<file path="src/include/sbc_defines.svh">
// constants for the bank and clock-enable command state tracker
`ifndef SBC_DEFINES_SVH
`define SBC_DEFINES_SVH

// ****************************************
// clock
// ****************************************
`define SBC_CLK_MHZ 250

// ****************************************
// timing in ns and cycle conversion
// ****************************************
`define SBC_T_RCD_NS 20
`define SBC_T_RP_NS 20
`define SBC_T_WR_NS 15
`define SBC_T_XSR_NS 75
`define SBC_T_RFC_NS 66
// least times round up to whole cycles
`define SBC_CYC_UP(ns) ((((ns) * `SBC_CLK_MHZ) + 999) / 1000)

// ****************************************
// defaults
// ****************************************
`define SBC_NUM_BANKS 4
`define SBC_READ_LATENCY 2
`define SBC_BURST_LEN 4
`define SBC_TIMER_W 8

`endif

</file>
<file path="src/include/sbc_pkg.sv">
// types for the bank and clock-enable command state tracker
`default_nettype none

package sbc_pkg;

  typedef enum logic [3:0] {
    CMD_INHIBIT,
    CMD_NOP,
    CMD_ACTIVE,
    CMD_READ,
    CMD_WRITE,
    CMD_PRECHARGE,
    CMD_REFRESH,
    CMD_LOAD_MODE,
    CMD_TERMINATE
  } sbc_cmd_e;

  typedef enum logic [2:0] {
    BANK_IDLE,
    BANK_ACTIVATING,
    BANK_ACTIVE,
    BANK_READ,
    BANK_WRITE,
    BANK_READ_AP,
    BANK_WRITE_AP,
    BANK_PRECHARGING
  } sbc_bank_e;

  typedef enum logic [1:0] {
    AP_BURST,
    AP_RECOVER,
    AP_PRECHARGE
  } sbc_ap_e;

  typedef enum logic [2:0] {
    DEV_NORMAL,
    DEV_REFRESH,
    DEV_POWER_DOWN,
    DEV_SELF_REFRESH,
    DEV_SR_EXIT,
    DEV_SUSPEND
  } sbc_dev_e;

endpackage : sbc_pkg

`default_nettype wire

</file>
<file path="src/rtl/sbc_beat_buffer.sv">
// small valid/ready buffer for data beat records
`default_nettype none

module sbc_beat_buffer #(
  parameter int WIDTH = 8,
  parameter int DEPTH = 2
) (
  input wire logic clk_i,
  input wire logic rst_n_i,
  input wire logic in_valid_i,
  output logic in_ready_o,
  input wire logic [WIDTH-1:0] in_data_i,
  output logic out_valid_o,
  input wire logic out_ready_i,
  output logic [WIDTH-1:0] out_data_o
);

  localparam int PTR_W = (DEPTH > 1) ? $clog2(DEPTH) : 1;
  localparam int CNT_W = $clog2(DEPTH + 1);

  if (DEPTH < 2 || (DEPTH & (DEPTH - 1)) != 0 || WIDTH < 1) begin : g_bad_cfg
    $error("sbc_beat_buffer: DEPTH must be a power of two of at least 2");
  end

  logic [WIDTH-1:0] mem [DEPTH];
  logic [PTR_W-1:0] wr_ptr;
  logic [PTR_W-1:0] rd_ptr;
  logic [CNT_W-1:0] count;
  logic push;
  logic pop;

  assign in_ready_o = (count != CNT_W'(DEPTH));
  assign out_valid_o = (count != '0);
  assign out_data_o = mem[rd_ptr];
  assign push = in_valid_i && in_ready_o;
  assign pop = out_valid_o && out_ready_i;

  always_ff @(posedge clk_i or negedge rst_n_i) begin
    if (!rst_n_i) begin
      wr_ptr <= '0;
      rd_ptr <= '0;
      count <= '0;
    end else begin
      if (push) begin
        wr_ptr <= wr_ptr + 1'b1;
      end
      if (pop) begin
        rd_ptr <= rd_ptr + 1'b1;
      end
      if (push && !pop) begin
        count <= count + 1'b1;
      end else if (pop && !push) begin
        count <= count - 1'b1;
      end
    end
  end

  // storage needs no reset; out_valid_o guards it
  always_ff @(posedge clk_i) begin
    if (push) begin
      mem[wr_ptr] <= in_data_i;
    end
  end

endmodule : sbc_beat_buffer

`default_nettype wire

</file>
<file path="src/rtl/sbc_bank_control.sv">
// per-bank command state, burst interruption and clock-enable power states
`default_nettype none

`include "sbc_defines.svh"

module sbc_bank_control import sbc_pkg::*; #(
  parameter int NUM_BANKS = `SBC_NUM_BANKS,
  parameter int READ_LATENCY = `SBC_READ_LATENCY,
  parameter int BURST_LEN = `SBC_BURST_LEN,
  parameter int TIMER_W = `SBC_TIMER_W,
  parameter int BANK_W = $clog2(NUM_BANKS),
  parameter int IDX_W = $clog2(BURST_LEN)
) (
  input wire logic clk_i,
  input wire logic rst_n_i,
  input wire logic cke_i,
  input wire logic cs_n_i,
  input wire logic ras_n_i,
  input wire logic cas_n_i,
  input wire logic we_n_i,
  input wire logic [BANK_W-1:0] ba_i,
  input wire logic auto_precharge_i,
  input wire logic beat_ready_i,
  output logic beat_valid_o,
  output logic beat_write_o,
  output logic [BANK_W-1:0] beat_bank_o,
  output logic [IDX_W-1:0] beat_index_o,
  output logic [NUM_BANKS*3-1:0] bank_state_o,
  output logic [2:0] dev_state_o,
  output logic illegal_o
);

  // ****************************************
  // configuration
  // ****************************************
  localparam int REM_W = $clog2(BURST_LEN + 1);
  localparam int PW = 1 + BANK_W + IDX_W;
  localparam logic [TIMER_W-1:0] RCD_CYC = TIMER_W'(`SBC_CYC_UP(`SBC_T_RCD_NS));
  localparam logic [TIMER_W-1:0] RP_CYC = TIMER_W'(`SBC_CYC_UP(`SBC_T_RP_NS));
  localparam logic [TIMER_W-1:0] WR_CYC = TIMER_W'(`SBC_CYC_UP(`SBC_T_WR_NS));
  localparam logic [TIMER_W-1:0] XSR_CYC = TIMER_W'(`SBC_CYC_UP(`SBC_T_XSR_NS));
  localparam logic [TIMER_W-1:0] RFC_CYC = TIMER_W'(`SBC_CYC_UP(`SBC_T_RFC_NS));

  if (NUM_BANKS < 2 || (NUM_BANKS & (NUM_BANKS - 1)) != 0) begin : g_bad_banks
    $error("sbc_bank_control: NUM_BANKS must be a power of two of at least 2");
  end
  if (READ_LATENCY < 1 || READ_LATENCY > 3) begin : g_bad_lat
    $error("sbc_bank_control: READ_LATENCY must be 1 to 3");
  end
  if (BURST_LEN < 2 || BURST_LEN > 8 || (BURST_LEN & (BURST_LEN - 1)) != 0) begin : g_bad_bl
    $error("sbc_bank_control: BURST_LEN must be 2, 4 or 8");
  end
  if (`SBC_CYC_UP(`SBC_T_XSR_NS) >= (1 << TIMER_W)) begin : g_bad_tw
    $error("sbc_bank_control: TIMER_W too narrow for the timing counts");
  end

  // ****************************************
  // helpers
  // ****************************************
  function automatic sbc_cmd_e decode(input logic cs_n, input logic [2:0] rcw);
    sbc_cmd_e c;
    c = CMD_NOP;
    if (cs_n) begin
      c = CMD_INHIBIT;
    end else begin
      case (rcw)
        3'h7: c = CMD_NOP;
        3'h3: c = CMD_ACTIVE;
        3'h5: c = CMD_READ;
        3'h4: c = CMD_WRITE;
        3'h2: c = CMD_PRECHARGE;
        3'h1: c = CMD_REFRESH;
        3'h0: c = CMD_LOAD_MODE;
        3'h6: c = CMD_TERMINATE;
        default: c = CMD_NOP;
      endcase
    end
    return c;
  endfunction : decode

  // what a bank's own state permits
  function automatic logic cmd_ok(input sbc_bank_e st, input sbc_cmd_e c);
    logic ok;
    ok = 1'b0;
    case (c)
      CMD_ACTIVE: ok = (st == BANK_IDLE);
      CMD_READ, CMD_WRITE: ok = (st == BANK_ACTIVE) || (st == BANK_READ) || (st == BANK_WRITE);
      CMD_PRECHARGE: ok = (st == BANK_IDLE) || (st == BANK_ACTIVE)
                          || (st == BANK_READ) || (st == BANK_WRITE);
      default: ok = 1'b1;
    endcase
    return ok;
  endfunction : cmd_ok

  function automatic logic in_burst(input sbc_bank_e st, input sbc_ap_e ph);
    return (st == BANK_READ) || (st == BANK_WRITE)
           || (((st == BANK_READ_AP) || (st == BANK_WRITE_AP)) && (ph == AP_BURST));
  endfunction : in_burst

  function automatic logic is_nop(input sbc_cmd_e c);
    return (c == CMD_NOP) || (c == CMD_INHIBIT);
  endfunction : is_nop

  // ****************************************
  // state
  // ****************************************
  sbc_bank_e bank_st [NUM_BANKS];
  sbc_ap_e ap_ph [NUM_BANKS];
  logic [TIMER_W-1:0] timer [NUM_BANKS];
  sbc_dev_e dev;
  logic [TIMER_W-1:0] dev_timer;
  logic cke_q;
  logic [BANK_W-1:0] cur_bank;
  logic [REM_W-1:0] data_rem;
  logic [BANK_W-1:0] data_bank;
  logic data_wr;
  logic [IDX_W-1:0] data_idx;
  logic [READ_LATENCY-1:0] rp_vld;
  logic [BANK_W-1:0] rp_bank [READ_LATENCY];

  sbc_cmd_e cmd;
  logic live;
  logic all_idle;
  logic tgt_ok;
  logic act_go;
  logic col_go;
  logic rd_go;
  logic wr_go;
  logic pre_go;
  logic bst_go;
  logic cke_fall;
  logic cke_rise;
  logic data_busy;
  logic susp_enter;
  logic freeze;
  logic push;
  logic buf_ready;
  logic rp_out;
  logic burst_done;
  logic pre_kill;
  logic [NUM_BANKS-1:0] pre_hit;
  logic [NUM_BANKS-1:0] intr;
  logic [NUM_BANKS-1:0] done;

  // ****************************************
  // command qualification
  // ****************************************
  assign cmd = decode(cs_n_i, {ras_n_i, cas_n_i, we_n_i});
  assign cke_fall = cke_q && !cke_i;
  assign cke_rise = !cke_q && cke_i;
  assign live = cke_q && cke_i && (dev == DEV_NORMAL);
  assign tgt_ok = cmd_ok(bank_st[ba_i], cmd);
  assign act_go = live && (cmd == CMD_ACTIVE) && tgt_ok;
  assign col_go = live && ((cmd == CMD_READ) || (cmd == CMD_WRITE)) && tgt_ok;
  assign rd_go = col_go && (cmd == CMD_READ);
  assign wr_go = col_go && (cmd == CMD_WRITE);
  assign pre_go = live && (cmd == CMD_PRECHARGE);
  assign bst_go = live && (cmd == CMD_TERMINATE)
                  && in_burst(bank_st[cur_bank], ap_ph[cur_bank]);
  assign rp_out = rp_vld[READ_LATENCY-1];
  assign data_busy = (data_rem != '0) || (rp_vld != '0);
  assign susp_enter = (dev == DEV_NORMAL) && cke_fall && data_busy;
  // clock suspend freezes every internal timer and the data beats
  assign freeze = (dev == DEV_SUSPEND) || susp_enter;
  assign push = !freeze && (data_rem != '0) && buf_ready;
  assign burst_done = push && (data_rem == REM_W'(1)) && (rp_vld == '0) && !col_go;
  assign pre_kill = pre_go && pre_hit[data_bank];

  always_comb begin
    all_idle = 1'b1;
    for (int b = 0; b < NUM_BANKS; b++) begin
      if (bank_st[b] != BANK_IDLE) begin
        all_idle = 1'b0;
      end
      pre_hit[b] = pre_go && (auto_precharge_i || (ba_i == BANK_W'(b)))
                   && ((bank_st[b] == BANK_ACTIVE) || (bank_st[b] == BANK_READ)
                       || (bank_st[b] == BANK_WRITE));
      intr[b] = col_go && (ba_i != BANK_W'(b)) && (cur_bank == BANK_W'(b))
                && in_burst(bank_st[b], ap_ph[b]);
      done[b] = burst_done && (data_bank == BANK_W'(b)) && in_burst(bank_st[b], ap_ph[b]);
    end
  end

  // ****************************************
  // per-bank state
  // ****************************************
  always_ff @(posedge clk_i or negedge rst_n_i) begin
    if (!rst_n_i) begin
      for (int b = 0; b < NUM_BANKS; b++) begin
        bank_st[b] <= BANK_IDLE;
        ap_ph[b] <= AP_BURST;
        timer[b] <= '0;
      end
    end else if (!freeze) begin
      for (int b = 0; b < NUM_BANKS; b++) begin
        if (timer[b] != '0) begin
          timer[b] <= timer[b] - 1'b1;
        end
        if (act_go && (ba_i == BANK_W'(b))) begin
          bank_st[b] <= BANK_ACTIVATING;
          timer[b] <= RCD_CYC - 1'b1;
        end else if (col_go && (ba_i == BANK_W'(b))) begin
          ap_ph[b] <= AP_BURST;
          if (cmd == CMD_READ) begin
            bank_st[b] <= auto_precharge_i ? BANK_READ_AP : BANK_READ;
          end else begin
            bank_st[b] <= auto_precharge_i ? BANK_WRITE_AP : BANK_WRITE;
          end
        end else if (pre_hit[b]) begin
          bank_st[b] <= BANK_PRECHARGING;
          timer[b] <= RP_CYC - 1'b1;
        end else if (intr[b] || done[b]) begin
          case (bank_st[b])
            BANK_READ, BANK_WRITE: bank_st[b] <= BANK_ACTIVE;
            BANK_READ_AP: begin
              ap_ph[b] <= AP_PRECHARGE;
              timer[b] <= RP_CYC - 1'b1;
            end
            BANK_WRITE_AP: begin
              ap_ph[b] <= AP_RECOVER;
              timer[b] <= WR_CYC - 1'b1;
            end
            default: begin
            end
          endcase
        end else if (bst_go && (cur_bank == BANK_W'(b))
                     && ((bank_st[b] == BANK_READ) || (bank_st[b] == BANK_WRITE))) begin
          bank_st[b] <= BANK_ACTIVE;
        end else if (timer[b] == '0) begin
          case (bank_st[b])
            BANK_ACTIVATING: bank_st[b] <= BANK_ACTIVE;
            BANK_PRECHARGING: bank_st[b] <= BANK_IDLE;
            BANK_READ_AP, BANK_WRITE_AP: begin
              if (ap_ph[b] == AP_RECOVER) begin
                ap_ph[b] <= AP_PRECHARGE;
                timer[b] <= RP_CYC - 1'b1;
              end else if (ap_ph[b] == AP_PRECHARGE) begin
                bank_st[b] <= BANK_IDLE;
                ap_ph[b] <= AP_BURST;
              end
            end
            default: begin
            end
          endcase
        end
      end
    end
  end

  // ****************************************
  // current burst owner
  // ****************************************
  always_ff @(posedge clk_i or negedge rst_n_i) begin
    if (!rst_n_i) begin
      cur_bank <= '0;
    end else if (col_go && !freeze) begin
      cur_bank <= ba_i;
    end
  end

  // ****************************************
  // read latency pipe
  // ****************************************
  always_ff @(posedge clk_i or negedge rst_n_i) begin
    if (!rst_n_i) begin
      rp_vld <= '0;
      for (int i = 0; i < READ_LATENCY; i++) begin
        rp_bank[i] <= '0;
      end
    end else if (!freeze) begin
      // a write or terminate drops reads still waiting on their latency
      if (wr_go || bst_go) begin
        rp_vld <= '0;
      end else begin
        rp_vld[0] <= rd_go;
        for (int i = 1; i < READ_LATENCY; i++) begin
          rp_vld[i] <= rp_vld[i-1];
        end
      end
      rp_bank[0] <= ba_i;
      for (int i = 1; i < READ_LATENCY; i++) begin
        rp_bank[i] <= rp_bank[i-1];
      end
    end
  end

  // ****************************************
  // data beat tracking
  // ****************************************
  // while the beat buffer has room a pending beat is the pin beat of the previous edge, so an
  // interrupting command still records it before the reload
  always_ff @(posedge clk_i or negedge rst_n_i) begin
    if (!rst_n_i) begin
      data_rem <= '0;
      data_bank <= '0;
      data_wr <= 1'b0;
      data_idx <= '0;
    end else if (!freeze) begin
      if (wr_go) begin
        data_rem <= REM_W'(BURST_LEN);
        data_bank <= ba_i;
        data_wr <= 1'b1;
        data_idx <= '0;
      end else if ((rd_go && data_wr) || bst_go || pre_kill) begin
        data_rem <= '0;
      end else if (rp_out) begin
        data_rem <= REM_W'(BURST_LEN);
        data_bank <= rp_bank[READ_LATENCY-1];
        data_wr <= 1'b0;
        data_idx <= '0;
      end else if (push) begin
        data_rem <= data_rem - 1'b1;
        data_idx <= data_idx + 1'b1;
      end
    end
  end

  sbc_beat_buffer #(
    .WIDTH(PW),
    .DEPTH(2)
  ) u_beat_buffer (
    .clk_i(clk_i),
    .rst_n_i(rst_n_i),
    .in_valid_i(push),
    .in_ready_o(buf_ready),
    .in_data_i({data_wr, data_bank, data_idx}),
    .out_valid_o(beat_valid_o),
    .out_ready_i(beat_ready_i),
    .out_data_o({beat_write_o, beat_bank_o, beat_index_o})
  );

  // ****************************************
  // clock enable and device state
  // ****************************************
  // reset lands in power-down so the power-up clock enable rise needs a no-op
  always_ff @(posedge clk_i or negedge rst_n_i) begin
    if (!rst_n_i) begin
      cke_q <= 1'b0;
      dev <= DEV_POWER_DOWN;
      dev_timer <= '0;
    end else begin
      cke_q <= cke_i;
      case (dev)
        DEV_NORMAL: begin
          if (cke_fall) begin
            if (all_idle && (cmd == CMD_REFRESH)) begin
              dev <= DEV_SELF_REFRESH;
            end else if (all_idle && is_nop(cmd)) begin
              dev <= DEV_POWER_DOWN;
            end else if (data_busy) begin
              dev <= DEV_SUSPEND;
            end
          end else if (live && (cmd == CMD_REFRESH) && all_idle) begin
            dev <= DEV_REFRESH;
            dev_timer <= RFC_CYC - 1'b1;
          end
        end
        DEV_REFRESH: begin
          if (dev_timer == '0) begin
            dev <= DEV_NORMAL;
          end else begin
            dev_timer <= dev_timer - 1'b1;
          end
        end
        DEV_POWER_DOWN: begin
          if (cke_rise && is_nop(cmd)) begin
            dev <= DEV_NORMAL;
          end
        end
        DEV_SELF_REFRESH: begin
          if (cke_rise && is_nop(cmd)) begin
            dev <= DEV_SR_EXIT;
            dev_timer <= XSR_CYC - 1'b1;
          end
        end
        DEV_SR_EXIT: begin
          if (dev_timer == '0) begin
            dev <= DEV_NORMAL;
          end else begin
            dev_timer <= dev_timer - 1'b1;
          end
        end
        DEV_SUSPEND: begin
          if (cke_rise) begin
            dev <= DEV_NORMAL;
          end
        end
        default: dev <= DEV_NORMAL;
      endcase
    end
  end

  // ****************************************
  // illegal command flag
  // ****************************************
  always_ff @(posedge clk_i or negedge rst_n_i) begin
    if (!rst_n_i) begin
      illegal_o <= 1'b0;
    end else begin
      illegal_o <= (live && ((cmd == CMD_ACTIVE) || (cmd == CMD_READ)
                             || (cmd == CMD_WRITE) || (cmd == CMD_PRECHARGE)) && !tgt_ok)
                   || (live && ((cmd == CMD_REFRESH) || (cmd == CMD_LOAD_MODE))
                       && !all_idle)
                   || (live && (cmd == CMD_TERMINATE) && !bst_go)
                   || (cke_rise && !is_nop(cmd)
                       && ((dev == DEV_POWER_DOWN) || (dev == DEV_SELF_REFRESH)))
                   || ((dev == DEV_SR_EXIT) && !is_nop(cmd));
    end
  end

  always_comb begin
    for (int b = 0; b < NUM_BANKS; b++) begin
      bank_state_o[b*3 +: 3] = bank_st[b];
    end
  end

  assign dev_state_o = dev;

endmodule : sbc_bank_control

`default_nettype wire

</file>
<file path="config.mk">
export PLATFORM = sky130hd
export DESIGN_NAME = sbc_bank_control
export DESIGN_NICKNAME = d
export VERILOG_FILES = /design/src/include/sbc_pkg.sv /design/src/rtl/sbc_beat_buffer.sv /design/src/rtl/sbc_bank_control.sv
export VERILOG_INCLUDE_DIRS = /design/src /design/src/include
export SDC_FILE = /design/constraint.sdc
export NUM_CORES = 1
export LEC_CHECK = 0
export ABC_AREA = 1
export BUFFER_PORTS_ARGS = -buffer_cell sky130_fd_sc_hd__clkbuf_2
export CAP_MARGIN = 15
export CORE_UTILIZATION = 40
export DETAILED_ROUTE_END_ITERATION = 10
export GPL_TIMING_DRIVEN = 1
export MAX_ROUTING_LAYER = met4
export PLACE_DENSITY = 0.61
export REMOVE_ABC_BUFFERS = 1
export SLEW_MARGIN = 20
export SYNTH_ARGS = -nofsm -noshare
export SYNTH_HDL_FRONTEND = slang
export SYNTH_HIERARCHICAL = 1
export SYNTH_SLANG_ARGS = --single-unit
</file>
<file path="constraint.sdc">
create_clock -name clk_i -period 2.2 [get_ports clk_i]
set_clock_uncertainty 0.15 [all_clocks]
set_input_delay 0.11 -clock clk_i [delete_from_list [all_inputs] [get_ports clk_i]]
set_output_delay 0.11 -clock clk_i [all_outputs]
set_load 0.005 [all_outputs]
</file>
==> impl_metrics.ini <==
[sta]
setup_viol = 65
setup_ws_ns = -0.188
rsz0062_at_grt = true
max_freq_ghz = 0.419
tightest_slew_ns = 0.542
tns_ns = -6.56
post-route-period-util = 1.09
relSlewSlack = 0.638
timing.final.crit_period_ns = 2.39
hold_viol_final = 0
slew_violations = 0

[detailed_routing]
route.vias.total = 7845
drtIter0Drc = 403
wl_per_cell_um = 14.3
drc = 0
ant_nets = 0
routed_wl_um = 21800
dr.pass1.iters = 5
vias_per_cell = 5.16

[clock_tree]
clk_latency_ns = 0.36
clk_pin_slew_ns = 0.08
ctsLongestPathBuffers = 2
cts_tree = yes
clkSinkCount = 95
root_buffer = clkbuf_16
htree_num_levels = 3
cts_buffers = 9

[cells_and_area]
area_growth_pct = 43.9
multiInputGateArea_um2 = 4770
fillers = 1574
ff_latch_area_um2 = 2430
layout-drive-gt1-share = 0.357
antenna_cells = 0
nNetsFinal = 1328
final_area_um2 = 10400

[die]
core_area_um2 = 17400
num_rows = 48
dieHeight_um = 136
start_util = 0.413
fp.dieW_um = 136
die_area_um2 = 18500
boundaryPins = 33

[synth]
netlist.area_leader.share = 0.292
ys_seq_elements = 95
synth_area_per_cell_um2 = 6.93
synth_cells = 1039
synth-edff-count = 10
synthTopCellsByArea = dfrtp_1, nand2_1, inv_1, o21ai_0, nor2_1
synth_ff_type = dfrtp_1
synth_cell_type_count = 62
ys_seq_area_frac = 0.337
netlist_area_um2 = 7200
synthArstFlopShare = 0.895
yosysTopAreaCell = dfrtp_1
ys_warn_count = 6

[power]
seqPwrFrac = 0.388
power.total_w = 0.00544
worst_ir_drop_vdd_v = 0.000657
p_leak_nw = 5.24
switchingPower_w = 0.00184
p_comb_frac = 0.308
powerDensity_nw_per_um2 = 526
p_int_w = 0.00361
clock_power_share = 0.304
p_sw_frac = 0.337

[critical_path]
r2r_cells = 20
end_kind = flip-flop
timing.rr.end = bank_state_o[7]$_DFFE_PN0P_
reg2reg_slack_ns = -0.19
r2r_start = bank_state_o[10]$_DFFE_PN0P_
arrival_ns = 2.49
worstSetupPathType = flip-flop to flip-flop
crit_path_max_fanout = 6
start_kind = flip-flop
cp.required_ns = 2.31

[status]
violations = setup timing
status = finished, violations left

[hold_path]
hold_start = ba_i[1]
worstHoldEndpoint = rp_bank[3]$_DFFE_PN0N_
hold_path_class = primary input to flip-flop
holdPathStages = 4

[global_route]
grt_pass1_wl_um = 34700
grt_pass1_vias = 7265
grt_max_degree = 38
grt_usage = 0.244
overflow = 0
antenna_found_initial = 0

[flow_run]
drv_cap = 0

[placed_design]
dpl.hpwl_um = 15700
gp_congestion = 0.969
dp_slack_ns = -0.257
dpl_cell_area_um2 = 8960
io_buffers = 32
==> state kept, by name, summed over array words and instances (netlist names), 3 cells and up <==
register           count
ap_ph                  8
bank_state_o          12
data_rem               3
dev_state_o            3
dev_timer              8
rp_bank                4
timer                 32
u_beat_buffer/mem     10
==> cell usage after synthesis, types with 2 or more instances <==
cell      count
nand2_1     274
inv_1       139
nor2_1       99
dfrtp_1      84
o21ai_0      77
nand3_1      62
a21oi_1      43
nand4_1      34
ha_1         27
inv_2        23
o22ai_1      18
nor3_1       16
nand2_2      15
xor2_1       14
edfxtp_1     10
o31ai_1       9
clkbuf_1      6
nor2_2        6
o21ai_1       6
nand3_2       5
o211ai_1      5
a22oi_1       4
nand2_4       4
nor2_4        4
o21ai_2       4
or2_2         4
a41oi_1       3
nand3b_1      3
a21oi_2       2
a21oi_4       2
buf_2         2
clkinv_1      2
mux2_2        2
or2_0         2
xnor2_1       2
==> worst max-delay path, cell delays in order, from the launching register on <==
cell	delay [ns]
dfrtp_1	0.44
nand2_1	0.08
nand2_1	0.05
nand2_1	0.07
nand2_2	0.07
nor2_4	0.14
nand2_1	0.06
nand2_1	0.09
nand2_2	0.07
nand2_4	0.12
buf_6	0.12
buf_6	0.08
nand4_1	0.13
nand2_4	0.15
nand2_8	0.08
nand3_4	0.07
nand2_2	0.06
nand2_2	0.07
nand2_2	0.06
nand2_1	0.08
nand2_1	0.05
==> final cells by class <==
class | count | area share
sequential | 95 | 0.235
inverter | 164 | 0.0608
timing repair buffer | 249 | 0.187
tap | 225 | 0.0272
clock inverter | 7 | 0.00809
clock buffer | 9 | 0.0217
multi-input combinational | 771 | 0.460
==> cells in the final DEF (no fill, tap or decap), types with 29 or more instances in the layout <==
master / count
clkbuf_2: 31
a21oi_1: 38
buf_4: 195
nor2_1: 88
nand2_2: 43
inv_2: 29
nand3_1: 51
nand2_1: 233
o21ai_0: 57
inv_1: 128
dfrtp_1: 83
nand4_1: 34
==> power groups by stage <==
stage | Sequential (W) | Combinational, W | Clock [W]
after floorplan | 0.00212 | 0.000760 | 0
after global placement | 0.00213 | 0.00127 | 0
after detailed placement | 0.00213 | 0.00129 | 0
after CTS | 0.00210 | 0.00144 | 0.00170
after global routing | 0.00213 | 0.00188 | 0.00176
final | 0.00211 | 0.00168 | 0.00166
==> how the worst max path moves through the flow <==
stage	from	endpoint	slack (ns)	depth (start not counted)
floorplan	dev_state_o[1]$_DFFE_PN1P_	bank_state_o[8]$_DFFE_PN0P_	-0.66	17
global placement	bank_state_o[5]$_DFFE_PN0P_	timer[29]$_DFFE_PN0N_	-0.27	18
detailed placement	bank_state_o[5]$_DFFE_PN0P_	timer[29]$_DFFE_PN0N_	-0.26	18
CTS	bank_state_o[0]$_DFFE_PN0P_	bank_state_o[5]$_DFFE_PN0P_	-0.12	18
global route	bank_state_o[10]$_DFFE_PN0P_	bank_state_o[11]$_DFFE_PN0P_	-0.34	21
finish	bank_state_o[10]$_DFFE_PN0P_	bank_state_o[7]$_DFFE_PN0P_	-0.19	20
==> per-layer routing <==
metal	track usage	up-vias	routed length [µm]
met2	0.398	168	10500
met4	0.0784	0	527
met1	0.312	3700	9980
met5	-	-	0
li1	-	3937	-
met3	0.0332	40	722
==> kinds of logic after synthesis <==
kind of cell	count (synthesis)	share of synthesized area
and+or+nand+nor	539	0.345
AOI/OAI and AO/OA	185	0.154
buffers and inverters	174	0.0921
DFF	95	0.337
adders and majority gates	27	0.0469
xor gates and xnor gates	17	0.0217
muxes	2	0.00313
==> through the flow <==
stage | util | hold slack, ns | std cells
final | 0.595 | 0.0201 | 1520
after global routing | 0.595 | 0.0304 | 1520
after floorplan | - | -0.336 | 1029
after CTS | 0.562 | 0.0175 | 1500
after global placement | 0.515 | -0.0306 | 1463
after detailed placement | 0.515 | -0.0284 | 1463
==> what timing repair did <==
action	CTS	global route
pin swaps	42	51
setup endpoints to repair	78	85
gates cloned	1	1
setup buffers	17	20
hold endpoints to repair	37	0
resized for setup	91	104
hold buffers	4	0
Power figures use the tool's default switching activity.
